## config.mk

```make
export PLATFORM = sky130hd
export DESIGN_NAME = srg_top
export DESIGN_NICKNAME = d
export VERILOG_FILES = /design/src/core/srg_pkg.sv /design/src/core/srg_div.sv /design/src/core/srg_dly.sv /design/src/core/srg_top.sv
export SDC_FILE = /design/constraint.sdc
export NUM_CORES = 1
export LEC_CHECK = 0
export BUFFER_PORTS_ARGS = -buffer_cell sky130_fd_sc_hd__buf_2
export CORE_MARGIN = 3
export CORE_UTILIZATION = 50
export DETAILED_ROUTE_END_ITERATION = 10
export PLACE_DENSITY_LB_ADDON = 0.1
export SLEW_MARGIN = 5
export SYNTH_ARGS = -nofsm -noshare
export SYNTH_HDL_FRONTEND = slang
export SYNTH_SLANG_ARGS = --single-unit
```

## constraint.sdc

```tcl
create_clock -name sys_clk -period 4.7 [get_ports sys_clk]
set_input_delay 0.47 -clock sys_clk [delete_from_list [all_inputs] [get_ports sys_clk]]
set_output_delay 0.47 -clock sys_clk [all_outputs]
set_load 0.01 [all_outputs]
```

## src/core/srg_pkg.sv

```systemverilog
// Constants, types and helpers shared by the reference-pulse generator
`default_nettype none
package srg_pkg;
    localparam int ADDR_W = 8;
    localparam int DATA_W = 16;
    localparam int COUNT_W = 8;
    localparam int RATE_W = 13;
    localparam int RSEL_W = 4;
    localparam int COINC_W = 7;
    localparam int PHASE_W = 8;
    localparam int MAX_OUT = 16;

    localparam logic [ADDR_W-1:0] ADR_CTRL = 8'h00;
    localparam logic [ADDR_W-1:0] ADR_COUNT = 8'h01;
    localparam logic [ADDR_W-1:0] ADR_RATE = 8'h02;
    localparam logic [ADDR_W-1:0] ADR_COINC = 8'h03;
    localparam logic [ADDR_W-1:0] ADR_GDLY = 8'h04;
    localparam logic [ADDR_W-1:0] ADR_STATUS = 8'h05;
    localparam logic [ADDR_W-1:0] ADR_REF_BASE = 8'h10;
    localparam logic [ADDR_W-1:0] ADR_CLK_BASE = 8'h20;

    // Control register bit positions
    localparam int CTRL_MODE = 0;
    localparam int CTRL_SRC = 1;
    localparam int CTRL_IDLE = 2;
    localparam int CTRL_REL = 3;
    localparam int CTRL_W = 3;

    // Status register fields
    localparam int STAT_ARMED = 8;
    localparam int STAT_BUSY = 9;

    localparam logic [CTRL_W-1:0] RST_CTRL = 3'h0;
    localparam logic [COUNT_W-1:0] RST_COUNT = 8'h01;
    localparam logic [RSEL_W-1:0] RST_RATE = 4'h0;
    localparam logic [COINC_W-1:0] RST_COINC = 7'h01;
    localparam logic [PHASE_W-1:0] RST_DELAY = 8'h00;

    typedef enum logic [2:0] {
        ST_IDLE = 3'b001,
        ST_WAIT = 3'b010,
        ST_RUN  = 3'b100
    } srg_state_e;

    // Per-output configuration, laid out as in its register
    typedef struct packed {
        logic [1:0] swing;
        logic       parking;
        logic [2:0] fine;
        logic [2:0] coarse;
    } srg_ref_cfg_s;
    localparam int REF_CFG_W = 9;
    localparam srg_ref_cfg_s RST_REF_CFG = 9'h000;

    // What travels down the global delay line
    typedef struct packed {
        logic on;
        logic pulse;
    } srg_evt_s;

    // Divide ratio for each rate select code; unused codes fall back to 64
    function automatic logic [RATE_W-1:0] rate_ratio(
        input logic [RSEL_W-1:0] sel
    );
        case (sel)
            4'h0:    rate_ratio = 13'h0040;
            4'h1:    rate_ratio = 13'h0060;
            4'h2:    rate_ratio = 13'h0080;
            4'h3:    rate_ratio = 13'h00c0;
            4'h4:    rate_ratio = 13'h0100;
            4'h5:    rate_ratio = 13'h0180;
            4'h6:    rate_ratio = 13'h0200;
            4'h7:    rate_ratio = 13'h0300;
            4'h8:    rate_ratio = 13'h0400;
            4'h9:    rate_ratio = 13'h0800;
            4'ha:    rate_ratio = 13'h1000;
            4'hb:    rate_ratio = 13'h1400;
            default: rate_ratio = 13'h0040;
        endcase
    endfunction : rate_ratio

    // True when addr falls in an n-entry block starting at base
    function automatic logic in_block(
        input logic [ADDR_W-1:0] addr,
        input logic [ADDR_W-1:0] base,
        input int                n
    );
        in_block = (addr >= base) && (int'(addr - base) < n);
    endfunction : in_block
endpackage : srg_pkg
`default_nettype wire

```

## src/core/srg_div.sv

```systemverilog
// Free-running modulo counter with synchronous clear and wrap flag
`timescale 1ns/100ps
`default_nettype none
module srg_div #(
    parameter int W = 7
) (
    // Clock and reset
    input  wire logic         clk,
    input  wire logic         rst_b,
    // Control
    input  wire logic         clear,
    input  wire logic [W-1:0] div,
    // Status
    output var  logic [W-1:0] count,
    output var  logic         last
);
    logic [W-1:0] count_next;

    initial begin
        if (W < 2 || W > 16) begin
            $error("srg_div width out of range");
        end
    end

    // A divide value of zero behaves like one
    always_comb begin
        last = (div <= {{(W-1){1'b0}}, 1'b1}) ||
               (count == div - {{(W-1){1'b0}}, 1'b1});
        if (clear || last) begin
            count_next = '0;
        end else begin
            count_next = count + {{(W-1){1'b0}}, 1'b1};
        end
    end

    always_ff @(posedge clk or negedge rst_b) begin
        if (!rst_b) begin
            count <= '0;
        end else begin
            count <= count_next;
        end
    end
endmodule : srg_div
`default_nettype wire

```

## src/core/srg_dly.sv

```systemverilog
// Tapped delay line for the global reference-pulse delay
`timescale 1ns/100ps
`default_nettype none
module srg_dly #(
    parameter int W     = 2,
    parameter int SEL_W = 8
) (
    // Clock and reset
    input  wire logic             clk,
    input  wire logic             rst_b,
    // Data
    input  wire logic [W-1:0]     din,
    input  wire logic [SEL_W-1:0] sel,
    output var  logic [W-1:0]     dout
);
    localparam int STAGES = (1 << SEL_W) - 1;

    logic [W-1:0] pipe_reg [STAGES];
    logic [W-1:0] pipe_next [STAGES];

    initial begin
        if (W < 1 || SEL_W < 1 || SEL_W > 10) begin
            $error("srg_dly parameters out of range");
        end
    end

    always_comb begin
        pipe_next[0] = din;
        for (int i = 1; i < STAGES; i++) begin
            pipe_next[i] = pipe_reg[i-1];
        end
        if (sel == '0) begin
            dout = din;
        end else begin
            dout = pipe_reg[int'(sel) - 1];
        end
    end

    generate
        for (genvar g = 0; g < STAGES; g++) begin : g_stage
            always_ff @(posedge clk or negedge rst_b) begin
                if (!rst_b) begin
                    pipe_reg[g] <= '0;
                end else begin
                    pipe_reg[g] <= pipe_next[g];
                end
            end
        end
    endgenerate
endmodule : srg_dly
`default_nettype wire

```

## src/core/srg_top.sv

```systemverilog
// Reference-pulse event generator with register port and output states
`timescale 1ns/100ps
`default_nettype none
module srg_top #(
    parameter int NUM_REF = 8,
    parameter int NUM_CH  = 5
) (
    // Clock and reset
    input  wire logic                        sys_clk,
    input  wire logic                        rst_b,
    // Register port
    input  wire logic [srg_pkg::ADDR_W-1:0]  reg_addr,
    input  wire logic [srg_pkg::DATA_W-1:0]  reg_wdata,
    input  wire logic                        reg_wr,
    input  wire logic                        reg_rd,
    output var  logic [srg_pkg::DATA_W-1:0]  reg_rdata,
    // Trigger pin
    input  wire logic                        external_trigger_input,
    // Reference-pulse outputs
    output var  logic [NUM_REF-1:0]          ref_p,
    output var  logic [NUM_REF-1:0]          ref_n,
    output var  logic [NUM_REF-1:0]          ref_on,
    output var  logic [NUM_REF-1:0]          ref_bias,
    output var  srg_pkg::srg_ref_cfg_s [NUM_REF-1:0] ref_cfg,
    // Channel clock phase settings
    output var  logic [NUM_CH-1:0][srg_pkg::PHASE_W-1:0] clk_phase,
    // Event status
    output var  logic                        event_busy
);
    localparam int CW = srg_pkg::COUNT_W;
    localparam int RW = srg_pkg::RATE_W;

    initial begin
        if (NUM_REF < 1 || NUM_REF > srg_pkg::MAX_OUT ||
            NUM_CH < 1 || NUM_CH > srg_pkg::MAX_OUT) begin
            $error("srg_top output counts out of range");
        end
    end

    // Configuration registers
    logic [srg_pkg::CTRL_W-1:0]   ctrl_reg, ctrl_next;
    logic [CW-1:0]                count_reg, count_next;
    logic [srg_pkg::RSEL_W-1:0]   rate_reg, rate_next;
    logic [srg_pkg::COINC_W-1:0]  coinc_reg, coinc_next;
    logic [srg_pkg::PHASE_W-1:0]  gdly_reg, gdly_next;
    srg_pkg::srg_ref_cfg_s [NUM_REF-1:0] cfg_reg, cfg_next;
    logic [NUM_CH-1:0][srg_pkg::PHASE_W-1:0] ph_reg, ph_next;
    logic [srg_pkg::DATA_W-1:0]   rdata_reg, rdata_next;

    // Event engine state
    srg_pkg::srg_state_e          state_reg, state_next;
    logic [CW-1:0]                remain_reg, remain_next;
    logic                         armed_reg, armed_next;
    logic                         ext_s1_reg, ext_s2_reg, ext_s3_reg;

    // Output stage
    logic [NUM_REF-1:0]           p_next, n_next, on_next, bias_next;

    logic                         rel_wr, wr_src, ext_rise, start;
    logic                         counted, idle_hi;
    logic [RW-1:0]                ratio, half, rate_cnt;
    logic                         rate_last;
    logic [srg_pkg::COINC_W-1:0]  coinc_cnt;
    logic                         coinc_last;
    logic                         gen_pulse;
    srg_pkg::srg_evt_s            evt_src, evt_dly;

    assign counted = !ctrl_reg[srg_pkg::CTRL_MODE];
    assign idle_hi = ctrl_reg[srg_pkg::CTRL_IDLE];
    assign ratio   = srg_pkg::rate_ratio(rate_reg);
    assign half    = ratio >> 1;
    assign ext_rise = ext_s2_reg && !ext_s3_reg;

    // Register writes
    always_comb begin
        ctrl_next  = ctrl_reg;
        count_next = count_reg;
        rate_next  = rate_reg;
        coinc_next = coinc_reg;
        gdly_next  = gdly_reg;
        cfg_next   = cfg_reg;
        ph_next    = ph_reg;
        rel_wr     = 1'b0;
        wr_src     = reg_wdata[srg_pkg::CTRL_SRC];
        if (reg_wr) begin
            if (reg_addr == srg_pkg::ADR_CTRL) begin
                ctrl_next = reg_wdata[srg_pkg::CTRL_W-1:0];
                rel_wr    = reg_wdata[srg_pkg::CTRL_REL];
            end else if (reg_addr == srg_pkg::ADR_COUNT) begin
                count_next = reg_wdata[CW-1:0];
            end else if (reg_addr == srg_pkg::ADR_RATE) begin
                rate_next = reg_wdata[srg_pkg::RSEL_W-1:0];
            end else if (reg_addr == srg_pkg::ADR_COINC) begin
                coinc_next = reg_wdata[srg_pkg::COINC_W-1:0];
            end else if (reg_addr == srg_pkg::ADR_GDLY) begin
                gdly_next = reg_wdata[srg_pkg::PHASE_W-1:0];
            end else if (srg_pkg::in_block(reg_addr,
                         srg_pkg::ADR_REF_BASE, NUM_REF)) begin
                cfg_next[reg_addr - srg_pkg::ADR_REF_BASE] =
                    reg_wdata[srg_pkg::REF_CFG_W-1:0];
            end else if (srg_pkg::in_block(reg_addr,
                         srg_pkg::ADR_CLK_BASE, NUM_CH)) begin
                ph_next[reg_addr - srg_pkg::ADR_CLK_BASE] =
                    reg_wdata[srg_pkg::PHASE_W-1:0];
            end
        end
    end

    // Register reads, data valid for exactly one cycle
    always_comb begin
        rdata_next = '0;
        if (reg_rd) begin
            if (reg_addr == srg_pkg::ADR_CTRL) begin
                rdata_next[srg_pkg::CTRL_W-1:0] = ctrl_reg;
            end else if (reg_addr == srg_pkg::ADR_COUNT) begin
                rdata_next[CW-1:0] = count_reg;
            end else if (reg_addr == srg_pkg::ADR_RATE) begin
                rdata_next[srg_pkg::RSEL_W-1:0] = rate_reg;
            end else if (reg_addr == srg_pkg::ADR_COINC) begin
                rdata_next[srg_pkg::COINC_W-1:0] = coinc_reg;
            end else if (reg_addr == srg_pkg::ADR_GDLY) begin
                rdata_next[srg_pkg::PHASE_W-1:0] = gdly_reg;
            end else if (reg_addr == srg_pkg::ADR_STATUS) begin
                rdata_next[CW-1:0] = remain_reg;
                rdata_next[srg_pkg::STAT_ARMED] = armed_reg;
                rdata_next[srg_pkg::STAT_BUSY] = state_reg != srg_pkg::ST_IDLE;
            end else if (srg_pkg::in_block(reg_addr,
                         srg_pkg::ADR_REF_BASE, NUM_REF)) begin
                rdata_next[srg_pkg::REF_CFG_W-1:0] =
                    cfg_reg[reg_addr - srg_pkg::ADR_REF_BASE];
            end else if (srg_pkg::in_block(reg_addr,
                         srg_pkg::ADR_CLK_BASE, NUM_CH)) begin
                rdata_next[srg_pkg::PHASE_W-1:0] =
                    ph_reg[reg_addr - srg_pkg::ADR_CLK_BASE];
            end
        end
    end

    // Coincidence divider runs free; its wrap marks the next aligned edge
    srg_div #(.W(srg_pkg::COINC_W)) u_coinc (
        .clk   (sys_clk),
        .rst_b (rst_b),
        .clear (1'b0),
        .div   (coinc_reg),
        .count (coinc_cnt),
        .last  (coinc_last)
    );

    // Pulse period counter, held at zero outside the running state
    srg_div #(.W(RW)) u_rate (
        .clk   (sys_clk),
        .rst_b (rst_b),
        .clear (state_reg != srg_pkg::ST_RUN),
        .div   (ratio),
        .count (rate_cnt),
        .last  (rate_last)
    );

    // Event sequencer
    always_comb begin
        state_next  = state_reg;
        remain_next = remain_reg;
        armed_next  = armed_reg;
        // Busy engine takes no new trigger
        start = (state_reg == srg_pkg::ST_IDLE) &&
                ((rel_wr && !wr_src) ||
                 (armed_reg && ext_rise));
        if (rel_wr && wr_src) begin
            armed_next = 1'b1;
        end else if (start) begin
            armed_next = 1'b0;
        end
        case (state_reg)
            srg_pkg::ST_IDLE: begin
                if (start) begin
                    state_next = srg_pkg::ST_WAIT;
                    // Count of zero is served as one pulse
                    remain_next = (count_reg == '0) ?
                                  {{(CW-1){1'b0}}, 1'b1} : count_reg;
                end
            end
            srg_pkg::ST_WAIT: begin
                if (coinc_last) begin
                    state_next = srg_pkg::ST_RUN;
                end
            end
            srg_pkg::ST_RUN: begin
                if (rate_last) begin
                    if (counted && remain_reg <= {{(CW-1){1'b0}}, 1'b1}) begin
                        state_next = srg_pkg::ST_IDLE;
                    end else if (coinc_last) begin
                        state_next = srg_pkg::ST_RUN;
                    end else begin
                        state_next = srg_pkg::ST_WAIT;
                    end
                    if (counted) begin
                        remain_next = remain_reg - {{(CW-1){1'b0}}, 1'b1};
                    end
                end
            end
            default: begin
                state_next = srg_pkg::ST_IDLE;
            end
        endcase
    end

    assign gen_pulse = (state_reg == srg_pkg::ST_RUN) && (rate_cnt < half);
    assign evt_src.pulse = gen_pulse;
    assign evt_src.on = state_reg != srg_pkg::ST_IDLE;

    // Global delay applies to both pulse and output-on window
    srg_dly #(.W(2), .SEL_W(srg_pkg::PHASE_W)) u_gdly (
        .clk   (sys_clk),
        .rst_b (rst_b),
        .din   (evt_src),
        .sel   (gdly_reg),
        .dout  (evt_dly)
    );

    // Per-output line state: switching, static low, or crosspoint bias
    generate
        for (genvar r = 0; r < NUM_REF; r++) begin : g_ref
            logic parked, active;
            assign parked = cfg_reg[r].parking && idle_hi;
            assign active = evt_dly.on && !parked;
            assign on_next[r] = active;
            assign p_next[r] = active && evt_dly.pulse;
            assign n_next[r] = active ? !evt_dly.pulse : !idle_hi;
            assign bias_next[r] = !active && idle_hi;
        end
    endgenerate

    always_ff @(posedge sys_clk or negedge rst_b) begin
        if (!rst_b) begin
            ctrl_reg   <= srg_pkg::RST_CTRL;
            count_reg  <= srg_pkg::RST_COUNT;
            rate_reg   <= srg_pkg::RST_RATE;
            coinc_reg  <= srg_pkg::RST_COINC;
            gdly_reg   <= srg_pkg::RST_DELAY;
            cfg_reg    <= {NUM_REF{srg_pkg::RST_REF_CFG}};
            ph_reg     <= {NUM_CH{srg_pkg::RST_DELAY}};
            rdata_reg  <= '0;
            state_reg  <= srg_pkg::ST_IDLE;
            remain_reg <= '0;
            armed_reg  <= 1'b0;
            ext_s1_reg <= 1'b0;
            ext_s2_reg <= 1'b0;
            ext_s3_reg <= 1'b0;
            ref_p      <= '0;
            ref_n      <= '1;
            ref_on     <= '0;
            ref_bias   <= '0;
            event_busy <= 1'b0;
        end else begin
            ctrl_reg   <= ctrl_next;
            count_reg  <= count_next;
            rate_reg   <= rate_next;
            coinc_reg  <= coinc_next;
            gdly_reg   <= gdly_next;
            cfg_reg    <= cfg_next;
            ph_reg     <= ph_next;
            rdata_reg  <= rdata_next;
            state_reg  <= state_next;
            remain_reg <= remain_next;
            armed_reg  <= armed_next;
            ext_s1_reg <= external_trigger_input;
            ext_s2_reg <= ext_s1_reg;
            ext_s3_reg <= ext_s2_reg;
            ref_p      <= p_next;
            ref_n      <= n_next;
            ref_on     <= on_next;
            ref_bias   <= bias_next;
            event_busy <= state_next != srg_pkg::ST_IDLE;
        end
    end

    // Settings go to the analog delay cells straight from their registers
    assign reg_rdata = rdata_reg;
    assign ref_cfg   = cfg_reg;
    assign clk_phase = ph_reg;
endmodule : srg_top
`default_nettype wire

```

======== Word level (Yosys, flattened, before mapping) ========
Memories as Yosys holds them, arrays and structs flattened.
Index checks and enable logic that the tools add are counted.
word-level totals
  bits in registers ....................... 730
  input bits .............................. 29
  memories kept ........................... 1
  bits in read-only memories .............. 128
operators by class
  bitwise gates (word level) .............. 7
  multiplexer cells ....................... 66
  equality and inequality tests ........... 16
  $lt $le $gt $ge ......................... 13
  reductions and logical operators ........ 81
  add/subtract/negate cells ............... 10
memory list
  memory            words  bits a word  read ports  clocked after memory_dff  wr ports  line           text
  (name not given)  16     8            1           0                         0         srg_pkg.sv:65  case (sel)
operators by type and width
  operator                                                                 number
  8-bit two-way mux                                                        15
  9-bit two-way mux                                                        9
  72-bit bitwise mux                                                       1
  1-bit logical AND                                                        43
  40-bit bitwise mux                                                       1
  32-bit by 9-bit >= comparator with 1-bit output (second input constant)  1
  32-bit inverter                                                          1
  9-bit binary-select mux with 3-bit select                                1
  9-bit demux with 3-bit select                                            1
  8-bit binary-select mux with 3-bit select                                1
  8-bit demux with 3-bit select                                            1
  8-bit zero test                                                          3
  1-bit zero test                                                          21
  3-bit two-way mux                                                        7
  7-bit two-way mux                                                        3
  2-bit binary-select mux with 8-bit select                                1
  8-bit by 2-bit equality test with 1-bit output (second input constant)   2
  8-bit by 3-bit equality test with 1-bit output (second input constant)   2
  8-bit by 1-bit >= comparator with 1-bit output (second input constant)   2
  8-bit by 4-bit < comparator with 1-bit output (second input constant)    2
  8-bit case mux with 2 select lines                                       1
  1-bit two-way mux                                                        14
  13-bit by 1-bit adder with 13-bit output (second input constant)         1
  13-bit equality test                                                     1
  other kinds (41)                                                         58

======== Logic depth before layout (Yosys ltp) ========
  depth after elaboration ................. 23
  depth in mapped cells ................... 19

======== By module ========
From an unflattened synthesis, not the netlist that was laid out.
unflattened totals
  cell total of the unflattened synthesis .. 1,896
  area total of the unflattened synthesis .. 28,677.5 sq um
modules (own cells, without submodules)
  module             instances  area each (sq um)  cells an instance
  srg_dly            1          17,315.4           897
  srg_top            1          9,709.3            811
  srg_div (u_rate)   1          1,126.1            129
  srg_div (u_coinc)  1          526.8              59

======== Worst setup path after synthesis ========
No wires, ideal clock.
  path type ............................... register to register
  start ................................... register gdly_reg[0] (netlist bit)
  end ..................................... register ref_p[1]
  path slack .............................. 0.347 ns
  setup time .............................. 0.137 ns
  arrival ................................. 4.216 ns
  period minus slack after synthesis ...... 4.353 ns
  cell stages (with the launch flop) ...... 18
  path through ............................ dfrtp_1 buf_6 buf_2 buf_4 buf_2 inv_1 ha_1 buf_2 xor2_1 mux4_2 nor2_1 o21ai_0 nor3b_1 or4_1 buf_6 a21boi_4 buf_6 a211oi_1
between the ends
  longest elaborated chain between the ends .. 8
RTL lines
  item                                                  line            text
  start: declaration                                    srg_top.sv:45   logic [srg_pkg::PHASE_W-1:0] gdly_reg, gdly_next;
  start signal: assignment                              srg_top.sv:239  gdly_reg <= srg_pkg::RST_DELAY;
  start signal: assignment                              srg_top.sv:259  gdly_reg <= gdly_next;
  8-bit by 1-bit subtractor with 9-bit output           srg_dly.sv:35   dout = pipe_reg[int'(sel) - 1];
  32-bit inverter (not written as such)                 srg_dly.sv:35
  2-bit binary-select mux with 8-bit select             srg_dly.sv:35
  2-bit two-way mux (not written as such) (2 in a row)  srg_dly.sv:35
  2-bit two-way mux *                                   srg_dly.sv:32   if (sel == '0) begin
  1-bit logical AND                                     srg_top.sv:225  assign active = evt_dly.on && !parked;
  1-bit logical AND *                                   srg_top.sv:227  assign p_next[r] = active && evt_dly.pulse;
  named net p_next[1]                                   srg_top.sv:57   logic [NUM_REF-1:0] p_next, n_next, on_next, bias_next;
  end signal: assignment                                srg_top.sv:269  ref_p <= p_next;
  end: declaration                                      srg_top.sv:20   output var logic [NUM_REF-1:0] ref_p,
Mark *: on every way through the listed nets, which the timed path passes. The rest lies on a longest branch. The select of a mux whose other input is x is not followed.
A chain may end at the register's enable or synchronous reset.

======== Final worst setup path ========
  start ................................... register gdly_reg[0] (netlist bit)
  end ..................................... register ref_p[3]
The elaborated chain is that of the path after synthesis.

==> results by group <==
Outcome
  • Status: completed

Setup path
  • Worst setup path start: gdly_reg[0]
  • Crit path to: ref_p[3]
  • Crit path required time: 5200 ps
  • Crit start category: flop
  • R2r worst-path depth: 12
  • CP endpoint kind: flop
  • Reg-to-reg critical path endpoint: ref_p[3]
  • CP Max Fanout: 10
  • CP Class: reg2reg
  • Reg-to-Reg Start: gdly_reg[0]
  • CP arrival: 4790 ps
  • R2r setup slk: 410 ps

Pwr
  • Internal power: 10,700 uW
  • PD cells: 430 mW/mm2
  • Sw power: 3380 uW
  • Logic pwr share: 0.085
  • Total power: 14,100 uW
  • Sw frac: 0.240
  • Leak Pwr: 0.0156 uW
  • Clock share of power: 0.444
  • Sequential fraction of design power: 0.471
  • VDD IR max: 0.266 mV

Synth
  • Flops & latches, synth: 730
  • Yosys cell types: 83
  • Primary FF master, synth: dfrtp_1
  • EDFF count, synth: 0
  • Synth Warn #: 0
  • Area leader, netlist: dfrtp_1
  • Sequential share of the synthesized area: 0.645
  • Post-Syn Area: 0.0283 mm2
  • Synth Area per Inst: 15.4 um2
  • Ys async rst share: 1.00
  • Synth Instances: 1,836
  • Post-synth top area share: 0.635
  • Synth top area cells: dfrtp_1 64%, mux4_2 12%, mux2_2 5.8%, nand2_1 1.4%, ha_1 1.2%

STA
  • Normalized max-slew margin: 0.349
  • RSZ-0062 raised after global routing: false
  • Fin. Hold Viols: 0
  • Clk_skew: 22.4 ps
  • Worst-Margin Slew: 977 ps
  • Fmax: 233 MHz
  • Tmin final: 4290 ps
  • Slew Limit Fails: 0
  • # setup viols final: 0
  • Period utilization: 0.913
  • Setup TNS: 0 ps

Layout
  • Diode count: 0
  • Area Overhead vs Synth: 15.8%
  • # nets final: 2,097
  • Finished Layout Cells: 2,848
  • Finished Core Util: 0.591
  • Share of post-route cells with drive strength above 1: 0.321
  • Design area: 0.0328 mm2
  • Largest register FFs: 508

Clocking
  • H-tree Lvls: 3
  • Clock Path Buffers: 3
  • CTS Buf Count: 77
  • Clock transition at path regs: 60 ps
  • Skew-Pair Late Insertion Delay: 620 ps
  • Post-CTS sizing: 0
  • CTS tree: done
  • # clock sinks: 730
  • CTS root buf: clkbuf_16

Run
  • Max Cap Viol: 0

Global route
  • Global route overflow: 0
  • Global-route wire length before repair: 104 mm
  • Initial antenna violation count: 1
  • Largest net degree at the start of global routing: 122
  • Number of global-route vias before repair: 17,469
  • Global-route usage over all layers: 0.226

Drt
  • Mean number of vias per cell: 5.76
  • DR DRC count: 0
  • Final ANT Viol Nets: 0
  • Drt wl/cell: 22.8 um
  • 1st-pass router iterations: 5
  • Vias: 16,395
  • Post-Route WL: 64.9 mm
  • Iter 0 DRT Violations: 1,173

Die
  • IO Pins: 190
  • Die H: 244 um
  • Core outline area: 0.0555 mm2
  • DIE AREA: 0.0595 mm2
  • Initial Util: 0.510
  • Die width: 244 um
  • Rows: 86

Placement
  • # port buffers: 176
  • Placed cell area: 0.0301 mm2
  • Routability cong.: 0.873
  • HPWL Detailed: 42.9 mm
  • Placed instance count: 2,708

Hold path
  • Worst hold path class: in2reg
power by group through the flow:
stage	combinational [uW]	clock (uW)	sequential [uW]
5_1_grt	1320	6660	6660
3_5_place_dp	1210	0	6750
2_1_floorplan	727	0	6710
3_3_place_gp	1190	0	6740
6_report	1200	6260	6630
4_1_cts	1210	6400	6630
synthesized netlist by cell type, types with 5 or more instances:
library cell  instances
or3_1                 7
mux2i_1              25
and2_1                5
mux2_2              147
nor3b_1               5
a31oi_1              17
o22ai_1              14
dfstp_2              11
buf_1                 8
mux4_2              154
o21ai_0              45
nor3_1               24
nand2_1             103
a22oi_1               9
and3_1               16
nand3_1              29
inv_1                34
xor2_1               18
clkbuf_1             44
buf_6                 6
a211o_1               5
nand2b_1             14
nor2_1               84
buf_2                23
nor2b_1               7
xnor2_1              27
nand4_1              18
buf_4                17
ha_1                 27
o2111ai_1             7
a21oi_1              43
dfrtp_1             719
nand3b_1              7
a211oi_1             25
nor4_1                9
routing by layer:
metal,GRT usage,share of wire
met1,0.334,0.46
met3,0.0474,0.053
met2,0.343,0.46
met5,0,0.00028
met4,0.0639,0.025
critical path: stages, from the launching register on:
cell,delay [ps]
dfrtp_4,550
inv_1,240
ha_1,210
nor3b_1,420
xor2_1,220
buf_4,240
nor2_1,90
buf_4,190
a32o_1,230
o221a_1,290
o311ai_1,640
nand3_1,520
a211oi_1,330
cells in the final DEF (no fill, tap or decap), drive strengths merged, types with 38 or more instances in the layout:
cell type	synthesis	final
clkbuf	45	114
a21oi	43	43
buf	54	218
nor2	84	84
dfrtp	719	719
nand2	104	104
inv	34	38
mux2	147	147
mux4	154	154
o21ai	47	47
area by class of cell:
type	instances	area, um2
clock buffers	114	2280
clock inverters	24	357
fillers	4377	22700
inverters	34	128
multi-input cells	978	9470
flip-flops and latches	730	18300
well taps	748	936
repair buffers	220	1340
worst min-delay path by stage:
| stage | cells after the start | startpoint | end | slack, ps |
|---|---|---|---|---|
| floorplan | 0 | rst_b | armed_reg | 170 |
| global placement | 0 | ext_s1_reg | ext_s2_reg | 330 |
| detailed placement | 0 | ext_s1_reg | ext_s2_reg | 340 |
| CTS | 1 | rst_b | u_gdly.pipe_next[58] | 0.1 |
| global route | 3 | reg_rd | reg_rdata[8] | 140 |
| finish | 3 | reg_rd | reg_rdata[8] | 140 |
metrics by stage:
step / worst slack (ps) / hold slack (ps)
2_1_floorplan: 347 / 174
3_3_place_gp: 515 / 332
3_5_place_dp: 438 / 337
4_1_cts: 421 / 0.114
5_1_grt: 115 / 136
6_report: 410 / 144
cells by family (layout without fill, tap and decap cells):
logic type,after synthesis,after routing,synth area share
adder cells (fa/ha/maj),28,28,0.0123
multiplexers,326,326,0.190
XOR/XNOR,45,45,0.0139
flip-flops,730,730,0.645
AO/OA/AOI/OAI,230,230,0.0570
other,1,6,0.000132
buffers and inverters,133,392,0.0225
AND/OR/NAND/NOR,343,343,0.0591
repair_timing:
action                     in CTS  in global routing
setup buffers                   0                  0
hold endpoints to repair        1                  2
setup endpoints to repair       0                  0
hold buffers                    1                  1
Note: power is estimated with default switching activity, not from simulation.
